File: config.mk
export PLATFORM = sky130hd
export DESIGN_NAME = actc_dev_flat
export DESIGN_NICKNAME = d
export VERILOG_FILES = /design/src/actc_pkg.sv /design/src/actc_if.sv /design/src/actc_dev.sv /design/src/flat_wrapper.sv
export SDC_FILE = /design/constraint.sdc
export NUM_CORES = 1
export LEC_CHECK = 0
export BUFFER_PORTS_ARGS = -buffer_cell sky130_fd_sc_hd__buf_2
export CAP_MARGIN = 10
export CORE_ASPECT_RATIO = 0.8
export CORE_MARGIN = 3
export CORE_UTILIZATION = 51
export DETAILED_ROUTE_END_ITERATION = 16
export PLACE_DENSITY = 0.67
export SYNTH_ARGS = -nofsm -noshare
export SYNTH_HDL_FRONTEND = slang
export SYNTH_SLANG_ARGS = --single-unit
File: constraint.sdc
create_clock -name CLOCK -period 2.5 [get_ports CLOCK]
set_input_delay 0.5 -clock CLOCK [delete_from_list [all_inputs] [get_ports CLOCK]]
set_output_delay 0.5 -clock CLOCK [all_outputs]
set_load 0.01 [all_outputs]
File: src/actc_pkg.sv
// Package of timing constants for the conversion timing control ends
package actc_pkg;
  localparam int CLK_PERIOD_NS = 10;
  // Conversion time for eight channels: 555*8-35 ns
  localparam int CONV_TIME_NS = 4405;
  localparam int CONV_CYCLES = (CONV_TIME_NS + CLK_PERIOD_NS - 1) / CLK_PERIOD_NS;
  localparam int CNV_HIGH_MIN_NS = 40;
  localparam int CNV_HIGH_MAX_NS = 60;
  localparam int CNV_HIGH_CYCLES = (CNV_HIGH_MIN_NS + CLK_PERIOD_NS - 1) / CLK_PERIOD_NS;
  localparam int CNV_HIGH_MAX_CYCLES = CNV_HIGH_MAX_NS / CLK_PERIOD_NS;
  localparam int CNV_LOW_MIN_NS = 420;
  localparam int CNV_LOW_CYCLES = (CNV_LOW_MIN_NS + CLK_PERIOD_NS - 1) / CLK_PERIOD_NS;
  localparam int INIT_WAIT_MS = 10;
  localparam int INIT_CYCLES = INIT_WAIT_MS * 1000000 / CLK_PERIOD_NS;
  localparam int REFBUF_WAIT_MS = 200;
  localparam int REFBUF_CYCLES = REFBUF_WAIT_MS * 1000000 / CLK_PERIOD_NS;
  // Length of the global reset triggered by the second power-down edge
  localparam int GRST_CYCLES = 100;
  localparam int CNT_W = 32;
  typedef enum logic [1:0] {ACTC_INIT, ACTC_IDLE, ACTC_CONV} actc_dev_state_type;
  typedef enum logic [2:0] {ACTC_H_WAIT, ACTC_H_READY, ACTC_H_HIGH, ACTC_H_BUSY,
                            ACTC_H_LOW} actc_host_state_type;
endpackage

File: src/actc_if.sv
// Interface joining the converter end and the host controller end
`timescale 1ns/1ps
`default_nettype none
interface actc_if;
  logic convert_start_in;
  logic power_down_in;
  logic busy;
  modport dev (input convert_start_in, input power_down_in, output busy);
  modport host (output convert_start_in, output power_down_in, input busy);
endinterface
`default_nettype wire

File: src/actc_dev.sv
// Converter end: start-edge sampling, busy, power-on init and global reset
`timescale 1ns/1ps
`default_nettype none
module actc_dev #(
  parameter int INIT_CYCLES = actc_pkg::INIT_CYCLES,
  parameter int CONV_CYCLES = actc_pkg::CONV_CYCLES,
  parameter int GRST_CYCLES = actc_pkg::GRST_CYCLES
) (
  // Clock and reset
  input wire logic CLOCK,
  input wire logic RESET_N,
  input wire logic CLK_EN,
  // Link to host
  actc_if.dev LINK,
  // Status to user
  output logic SAMPLE_HOLD,
  output logic SAMPLE_STROBE,
  output logic CONV_DONE,
  output logic READY
);
  logic [2:0] cnv_sync_ff;
  logic [2:0] pd_sync_ff;
  logic cnv_rise;
  logic pd_rise;
  logic pd_armed_ff;
  logic grst_ff;
  logic [actc_pkg::CNT_W-1:0] cnt_ff;
  logic [actc_pkg::CNT_W-1:0] grst_cnt_ff;
  logic busy_ff;
  logic init_end;
  logic start_ok;
  logic conv_end;
  actc_pkg::actc_dev_state_type state_ff;

  ////////////////////////////////////////////////////////////////////////
  // Pin synchronisers; edge detect reads only the second and third stage
  always_ff @(posedge CLOCK or negedge RESET_N) begin
    if (!RESET_N) begin
      cnv_sync_ff <= 3'h0;
      pd_sync_ff <= 3'h0;
    end else if (CLK_EN) begin
      cnv_sync_ff <= {cnv_sync_ff[1:0], LINK.convert_start_in};
      pd_sync_ff <= {pd_sync_ff[1:0], LINK.power_down_in};
    end
  end
  assign cnv_rise = cnv_sync_ff[1] & ~cnv_sync_ff[2];
  assign pd_rise = pd_sync_ff[1] & ~pd_sync_ff[2];

  ////////////////////////////////////////////////////////////////////////
  // Global reset: second power-down edge with no conversion between
  always_ff @(posedge CLOCK or negedge RESET_N) begin
    if (!RESET_N) begin
      pd_armed_ff <= 1'b0;
      grst_ff <= 1'b0;
      grst_cnt_ff <= '0;
    end else if (CLK_EN) begin
      if (grst_ff) begin
        pd_armed_ff <= 1'b0;
        if (grst_cnt_ff >= actc_pkg::CNT_W'(GRST_CYCLES - 1)) begin
          grst_ff <= 1'b0;
        end
        grst_cnt_ff <= grst_cnt_ff + 1'b1;
      end else if (pd_rise && pd_armed_ff) begin
        grst_ff <= 1'b1;
        grst_cnt_ff <= '0;
      end else if (pd_rise) begin
        pd_armed_ff <= 1'b1;
      end else if (start_ok) begin
        // Only a conversion that starts between the edges, or the global reset itself, disarms
        pd_armed_ff <= 1'b0;
      end
    end
  end

  ////////////////////////////////////////////////////////////////////////
  // Sequencer events, all masked while the global reset runs
  assign init_end = !grst_ff && (state_ff == actc_pkg::ACTC_INIT)
                    && (cnt_ff >= actc_pkg::CNT_W'(INIT_CYCLES - 1));
  // Start only from idle with power-down low; other edges are lost
  assign start_ok = !grst_ff && (state_ff == actc_pkg::ACTC_IDLE) && cnv_rise
                    && !pd_sync_ff[2];
  // Full count every time; only the global reset cuts it short
  assign conv_end = !grst_ff && (state_ff == actc_pkg::ACTC_CONV)
                    && (cnt_ff >= actc_pkg::CNT_W'(CONV_CYCLES - 1));

  ////////////////////////////////////////////////////////////////////////
  // State and shared cycle counter
  always_ff @(posedge CLOCK or negedge RESET_N) begin
    if (!RESET_N) begin
      state_ff <= actc_pkg::ACTC_INIT;
      cnt_ff <= '0;
    end else if (CLK_EN) begin
      if (grst_ff) begin
        // Reset halts any conversion at once and restarts the init wait
        state_ff <= actc_pkg::ACTC_INIT;
        cnt_ff <= '0;
      end else begin
        case (state_ff)
          actc_pkg::ACTC_INIT: begin
            if (init_end) begin
              state_ff <= actc_pkg::ACTC_IDLE;
              cnt_ff <= '0;
            end else begin
              cnt_ff <= cnt_ff + 1'b1;
            end
          end
          actc_pkg::ACTC_IDLE: begin
            if (start_ok) begin
              state_ff <= actc_pkg::ACTC_CONV;
              cnt_ff <= '0;
            end
          end
          actc_pkg::ACTC_CONV: begin
            // Start edges here fall through unseen
            if (conv_end) begin
              state_ff <= actc_pkg::ACTC_IDLE;
              cnt_ff <= '0;
            end else begin
              cnt_ff <= cnt_ff + 1'b1;
            end
          end
          default: begin
            state_ff <= actc_pkg::ACTC_INIT;
            cnt_ff <= '0;
          end
        endcase
      end
    end
  end

  ////////////////////////////////////////////////////////////////////////
  // Busy pin: high from the sampling edge to the end of the count
  always_ff @(posedge CLOCK or negedge RESET_N) begin
    if (!RESET_N) begin
      busy_ff <= 1'b0;
    end else if (CLK_EN) begin
      if (grst_ff || state_ff == actc_pkg::ACTC_INIT) begin
        busy_ff <= 1'b0;
      end else if (start_ok) begin
        busy_ff <= 1'b1;
      end else if (conv_end) begin
        busy_ff <= 1'b0;
      end
    end
  end

  ////////////////////////////////////////////////////////////////////////
  // Track/hold: acquisition lasts from the end of the count to the next accepted start edge
  always_ff @(posedge CLOCK or negedge RESET_N) begin
    if (!RESET_N) begin
      SAMPLE_HOLD <= 1'b0;
    end else if (CLK_EN) begin
      if (grst_ff) begin
        SAMPLE_HOLD <= 1'b0;
      end else if (start_ok) begin
        SAMPLE_HOLD <= 1'b1;
      end else if (conv_end || state_ff == actc_pkg::ACTC_IDLE) begin
        SAMPLE_HOLD <= 1'b0;
      end
    end
  end

  ////////////////////////////////////////////////////////////////////////
  // One-cycle pulse at the sampling instant
  always_ff @(posedge CLOCK or negedge RESET_N) begin
    if (!RESET_N) begin
      SAMPLE_STROBE <= 1'b0;
    end else if (CLK_EN) begin
      SAMPLE_STROBE <= start_ok;
    end
  end

  ////////////////////////////////////////////////////////////////////////
  // One-cycle pulse as busy falls; never after an abort
  always_ff @(posedge CLOCK or negedge RESET_N) begin
    if (!RESET_N) begin
      CONV_DONE <= 1'b0;
    end else if (CLK_EN) begin
      CONV_DONE <= conv_end;
    end
  end

  ////////////////////////////////////////////////////////////////////////
  // Results are only trusted once the init wait has run out
  always_ff @(posedge CLOCK or negedge RESET_N) begin
    if (!RESET_N) begin
      READY <= 1'b0;
    end else if (CLK_EN) begin
      if (grst_ff) begin
        READY <= 1'b0;
      end else if (init_end) begin
        READY <= 1'b1;
      end
    end
  end
  assign LINK.busy = busy_ff;
endmodule
`default_nettype wire

File: src/flat_wrapper.sv
// flat-port wrapper written by rule: the top's interface ports become plain ports
module actc_dev_flat 
#(
  parameter int INIT_CYCLES = actc_pkg::INIT_CYCLES,
  parameter int CONV_CYCLES = actc_pkg::CONV_CYCLES,
  parameter int GRST_CYCLES = actc_pkg::GRST_CYCLES
)
  (CLOCK, RESET_N, CLK_EN, SAMPLE_HOLD, SAMPLE_STROBE, CONV_DONE, READY, LINK_convert_start_in, LINK_power_down_in, LINK_busy);
  actc_if LINK_i ();
  input wire logic CLOCK;
  input wire logic RESET_N;
  input wire logic CLK_EN;
  output logic SAMPLE_HOLD;
  output logic SAMPLE_STROBE;
  output logic CONV_DONE;
  output logic READY;
  input wire logic [$bits(LINK_i.convert_start_in)-1:0] LINK_convert_start_in;
  input wire logic [$bits(LINK_i.power_down_in)-1:0] LINK_power_down_in;
  output wire logic [$bits(LINK_i.busy)-1:0] LINK_busy;
  assign LINK_i.convert_start_in = LINK_convert_start_in;
  assign LINK_i.power_down_in = LINK_power_down_in;
  assign LINK_busy = LINK_i.busy;
  actc_dev #(.INIT_CYCLES(INIT_CYCLES), .CONV_CYCLES(CONV_CYCLES), .GRST_CYCLES(GRST_CYCLES)) u_core (.CLOCK(CLOCK), .RESET_N(RESET_N), .CLK_EN(CLK_EN), .LINK(LINK_i), .SAMPLE_HOLD(SAMPLE_HOLD), .SAMPLE_STROBE(SAMPLE_STROBE), .CONV_DONE(CONV_DONE), .READY(READY));
endmodule
# ---- After elaboration in Yosys (flattened, before gate mapping)
# Index checks and enable logic that the tools add are counted.
dict set report op_classes {
  n_addsub 2
  magnitude_cmp 3
  n_eq_ne 6
  mux 27
  bitwise 4
  n_reduce_logical 25
}
# operator count
set ops {}
lappend ops {{two-way mux 32 bit} 6}
lappend ops {{one-hot mux 32 bit (3 select lines)} 1}
lappend ops {{adder 32 x 1 -> 32 bit (second input constant)} 2}
lappend ops {{greater-or-equal comparator 32 x 20 -> 1 bit (second input constant)} 1}
lappend ops {{greater-or-equal comparator 32 x 7 -> 1 bit (second input constant)} 1}
lappend ops {{greater-or-equal comparator 32 x 9 -> 1 bit (second input constant)} 1}
lappend ops {{two-way mux 1 bit} 15}
lappend ops {{AND reduction 2 bit} 5}
lappend ops {{!= test 3 x 1 -> 1 bit (second input constant)} 3}
lappend ops {{nonzero test 3 bit} 3}
lappend ops {{logical AND 1 bit} 8}
lappend ops {{two-way mux 2 bit} 4}
lappend ops {{one-hot mux 2 bit (3 select lines)} 1}
lappend ops {{AND reduction 4 bit} 1}
lappend ops {{nonzero test 2 bit} 2}
lappend ops {{AND reduction 3 bit} 1}
lappend ops {{AND 1 bit} 2}
lappend ops {{== test 2 x 1 -> 1 bit (second input constant)} 1}
lappend ops {{== test 2 bit (second input constant)} 1}
lappend ops {{zero test 1 bit} 2}
lappend ops {{zero test 2 bit} 1}
lappend ops {{logical OR 1 bit} 2}
lappend ops {{!= test 2 x 1 -> 1 bit (second input constant)} 1}
lappend ops {{NOT 1 bit} 2}
dict set report totals {
  regBits 79
  in_bits 5
  output_inout_bits 5
}

# ---- Longest topological paths before layout
dict set report logic_depth {
  depth_word 8
  mapped_depth 8
  mapped_depth_nobuf 6
}

# ---- Worst setup path after synthesis
# OpenSTA, ideal clock, no wires.
dict set report synth_path {
  path_kind {reg2reg}
  from {register u_core.cnt_ff[0] in the netlist's numbering}
  to {register u_core.cnt_ff[14] in the netlist's numbering}
  setup_time_ns 0.087
  arrival_time_ns 1.767
  path_slack_ns 0.646
  stages_incl_launch_ff 8
  path_buffers 1
  path_cell_list {dfrtp_1 ha_1 nand3_1 o21ai_0 a2111oi_2 buf_2 o2111ai_1 o211ai_1}
}
dict set report synth_via {
  elab_chain_len 5
  word_cells_on_any_way 9
  classes_between {1 x add/sub; 2 x order compare; 4 x mux; 2 x reduce/logical}
}
# element line
set synth_rtl {}
lappend synth_rtl {{start: declaration} actc_dev.sv:27} ;# logic [actc_pkg::CNT_W-1:0] cnt_ff;
lappend synth_rtl {{start signal: assignment} actc_dev.sv:104} ;# cnt_ff <= cnt_ff + 1'b1;
lappend synth_rtl {{start signal: assignment} actc_dev.sv:119} ;# cnt_ff <= cnt_ff + 1'b1;
lappend synth_rtl {{greater-or-equal comparator 32 x 9 -> 1 bit or greater-or-equal comparator 32 x 20 -> 1 bit (tied branches)} {actc_dev.sv:84, actc_dev.sv:78}}
lappend synth_rtl {{logical AND 1 bit, on equally long branches} {actc_dev.sv:84, actc_dev.sv:78}}
lappend synth_rtl {{two-way mux 32 bit, on equally long branches} {actc_dev.sv:115, actc_dev.sv:100}}
lappend synth_rtl {{one-hot mux 32 bit (3 select lines) *} actc_dev.sv:98} ;# case (state_ff)
lappend synth_rtl {{two-way mux 32 bit *} actc_dev.sv:93} ;# if (grst_ff) begin
# Mark *: on every way between the ends. The rest lies on a longest branch, timed or not.
# A chain may end at the register's enable or synchronous reset.

# ---- Final worst setup path
dict set report layout_path {
  from {register u_core.cnt_ff[0] in the netlist's numbering}
  to {register u_core.cnt_ff[6] in the netlist's numbering}
}
# Same word-level chain as after synthesis.

==> results.ini <==
[placed_design]
placed_cells = 540
io_buffers = 9
gp_congestion = 0.867
dp_slack_ps = 321
hpwl_mm = 5.93

[die]
io_pins = 10
core_sq_um = 7570
die_x_microns = 106
die_area_sq_um = 9060
chipHeight_microns = 85.7
rows = 28
start_util_pct = 53.6

[run_status]
outcome = finished, final reports clean

[synthesis]
synthArstFlopShare_pct = 100
ys_ff_latch = 79
synth_ff_type = dfrtp_1
synthCells = 435
yosysWarningCount = 0
synth_area_sq_um = 4050
synthesis.nets = 443
synth_area_per_cell_sq_um = 9.32
synth-edff-count = 0
synth_cell_types = 52
yosysSeqAreaShare_pct = 48.8

[timing]
hold_violations = 0
fin_hold_ws_ps = 120
slew-limit-headroom_pct = 62.8
worst_pin_slew_ps = 554
min_period_ps = 2240
final-max-slew-violation-count = 0
rsz0062_at_grt = no
setup_viol = 0
fin_setup_tns_ps = 0
setup_slack_ps = 257
period_share_pct = 89.7
fmax_mhz = 446
fin_worst_skew_ps = 7.13

[finish]
drive_above_1_share_pct = 12.2
final_nets = 455
area_delta_synth_final_pct = 11.5
diodes = 0
instances_no_fill = 557

[clock_network]
post-cts-setup-buffers = 0
cts_tree = yes
cts_sinks = 79
root_buffer = clkbuf_8
clk_path_buf_depth = 2
cts-htree-levels = 3
clk_pin_slew_ps = 80
insertion_delay_ps = 350
postCtsHoldBufs = 0
cts-resized-gates = 0
cts_inserted_buffers = 9

[route]
routed_wl_mm = 8.81
drcViolationCount = 0
wl_per_cell_microns = 15.8
via_count = 3381
postRouteAntennaNets = 0
drt-pass1-iter-count = 5
drt_iter0_markers = 215
viasPerCell = 6.07

[critical_path]
required_ps = 2790
critical_path_class = register to register
cp-start-kind = register
worstPathArrival_ps = 2530
endpoint_kind = register
worstPathMaxFanout = 14

[run]
drv_cap = 0

[global_route]
grt_pass1_vias = 3184
grt_overflow = 0
gr-usage-all-layers_pct = 21.0
grt_pass1_wl_mm = 15.3
grt_max_degree = 42
grt_antenna_before_repair = 0

[pwr]
ir_drop_v = 0.000553
p_per_area_nw_per_um2 = 620
leakage_nw = 1.98

[min_path]
min_path_type = input port to asynchronous set/reset pin

## logic make-up (layout without fill, tap and decap cells)
group,Yosys count,count (layout),share of synthesized area [%]
buf+inv,33,50,3.27
flops,79,79,48.8
fa+ha+maj,3,3,0.926
mux,9,9,2.41
compound gates,100,100,16.9
simple gates,209,209,27.3
xor+xnor,2,2,0.432
## routing by layer
metal	vias up	global-route usage (%)	wire, microns
li1	1650	-	-
met1	1619	32.0	4500
met2	97	29.2	3770
met3	15	4.97	384
met4	0	8.00	154
met5	-	0	0
## flip-flops by register name, summed over array words and instances, names as in the netlist, 2 cells and up
register / cells
u_core.pd_sync_ff: 3
u_core.grst_cnt_ff: 32
u_core.cnv_sync_ff: 3
u_core.cnt_ff: 32
u_core.state_ff: 2
## power by group
group          switching [mW]  internal (mW)  leakage, nW
Sequential             0.0996           1.35         1.08
Clock                   0.460          0.541        0.109
Combinational           0.223          0.129        0.792
Total                   0.783           2.02         1.98
## final cells by class
class	instances	area, sq um
clock buffer	13	169
clock inverter	3	40.0
fill	663	3050
inverter	12	45.0
multi-input combinational	323	1980
sequential	79	1980
tap	105	131
timing repair buffer	22	178
## critical path: stages (launching register included)
cell and delay (ps):
dfrtp_1 440, ha_1 270, nand3_1 180, o21ai_0 220, a2111oi_4 490, buf_4 280, o221ai_1 180, nand2_1 110
## synthesized netlist by cell type (all sizes together) (3+ instances only)
| master | number | area [sq um] |
|---|---|---|
| nand4 | 14 | 87.6 |
| and2 | 15 | 93.8 |
| nor2b | 3 | 18.8 |
| buf | 8 | 38.8 |
| or2 | 4 | 25.0 |
| mux2i | 3 | 30.0 |
| clkbuf | 13 | 48.8 |
| mux2 | 6 | 67.6 |
| o221ai | 8 | 70.1 |
| o31ai | 14 | 105 |
| nor4 | 17 | 128 |
| o22ai | 7 | 43.8 |
| nand3 | 31 | 160 |
| nand2 | 68 | 255 |
| dfrtp | 79 | 1980 |
| nor2 | 15 | 56.3 |
| o21a | 3 | 22.5 |
| ha | 3 | 37.5 |
| o21ai | 24 | 120 |
| nor3 | 14 | 70.1 |
| a21oi | 10 | 50.1 |
| a31oi | 3 | 18.8 |
| nor3b | 3 | 22.5 |
| inv | 12 | 45.0 |
| and3 | 10 | 62.6 |
| o2111ai | 4 | 35.0 |
| and4 | 5 | 43.8 |
| o211ai | 16 | 120 |
## metrics by stage
step | utilization [%] | area [sq um] | power (mW)
after CTS | 59.6 | 4510 | 2.83
after floorplan | - | 4050 | 1.68
after detailed placement | 56.8 | 4300 | 1.82
after global routing | 59.8 | 4520 | 2.94
after global placement | 56.8 | 4300 | 1.81
final | 59.8 | 4520 | 2.80
## cells in the final DEF, fill, tap and decap left out, types with 2 or more instances in the layout
master and n:
o31a_1 2, dfrtp_1 79, o21ai_0 22, and3_1 10, o2111ai_1 4, a31oi_1 3, nor3_1 14, nor3b_1 2
nor4_2 2, a21oi_1 10, o211ai_1 16, o221ai_1 8, o32ai_1 2, or2_2 4, mux2i_1 3, ha_1 3
o21a_1 3, and2_1 15, clkbuf_8 12, buf_2 8, nand2b_1 2, buf_12 2, nor4_1 14, nand2_1 68
and4_1 5, and3b_1 2, clkinv_2 2, o22ai_1 7, nor2_1 15, buf_4 11, o31ai_1 13, nand4_1 14
nor2b_1 3, inv_1 12, nand3_1 30, mux2_2 6, o21ai_1 2
## path summary, 6_finish.rpt
| check | cells after the start | slack (ps) | end | startpoint |
|---|---|---|---|---|
| worst min-delay path | 1 | 120 | u_core.cnt_ff[30] | RESET_N |
| worst min register to register | 1 | 490 | u_core.cnt_ff[31] | u_core.cnt_ff[31] |
| worst max register to register | 7 | 260 | u_core.cnt_ff[6] | u_core.cnt_ff[0] |
| max in group asynchronous | 2 | 1780 | u_core.pd_sync_ff[2] | RESET_N |
| min in group CLOCK | 2 | 380 | u_core.cnv_sync_ff[0] | LINK_convert_start_in |
| worst max-delay path | 7 | 260 | u_core.cnt_ff[6] | u_core.cnt_ff[0] |
Note: power is estimated with default switching activity, not from simulation.
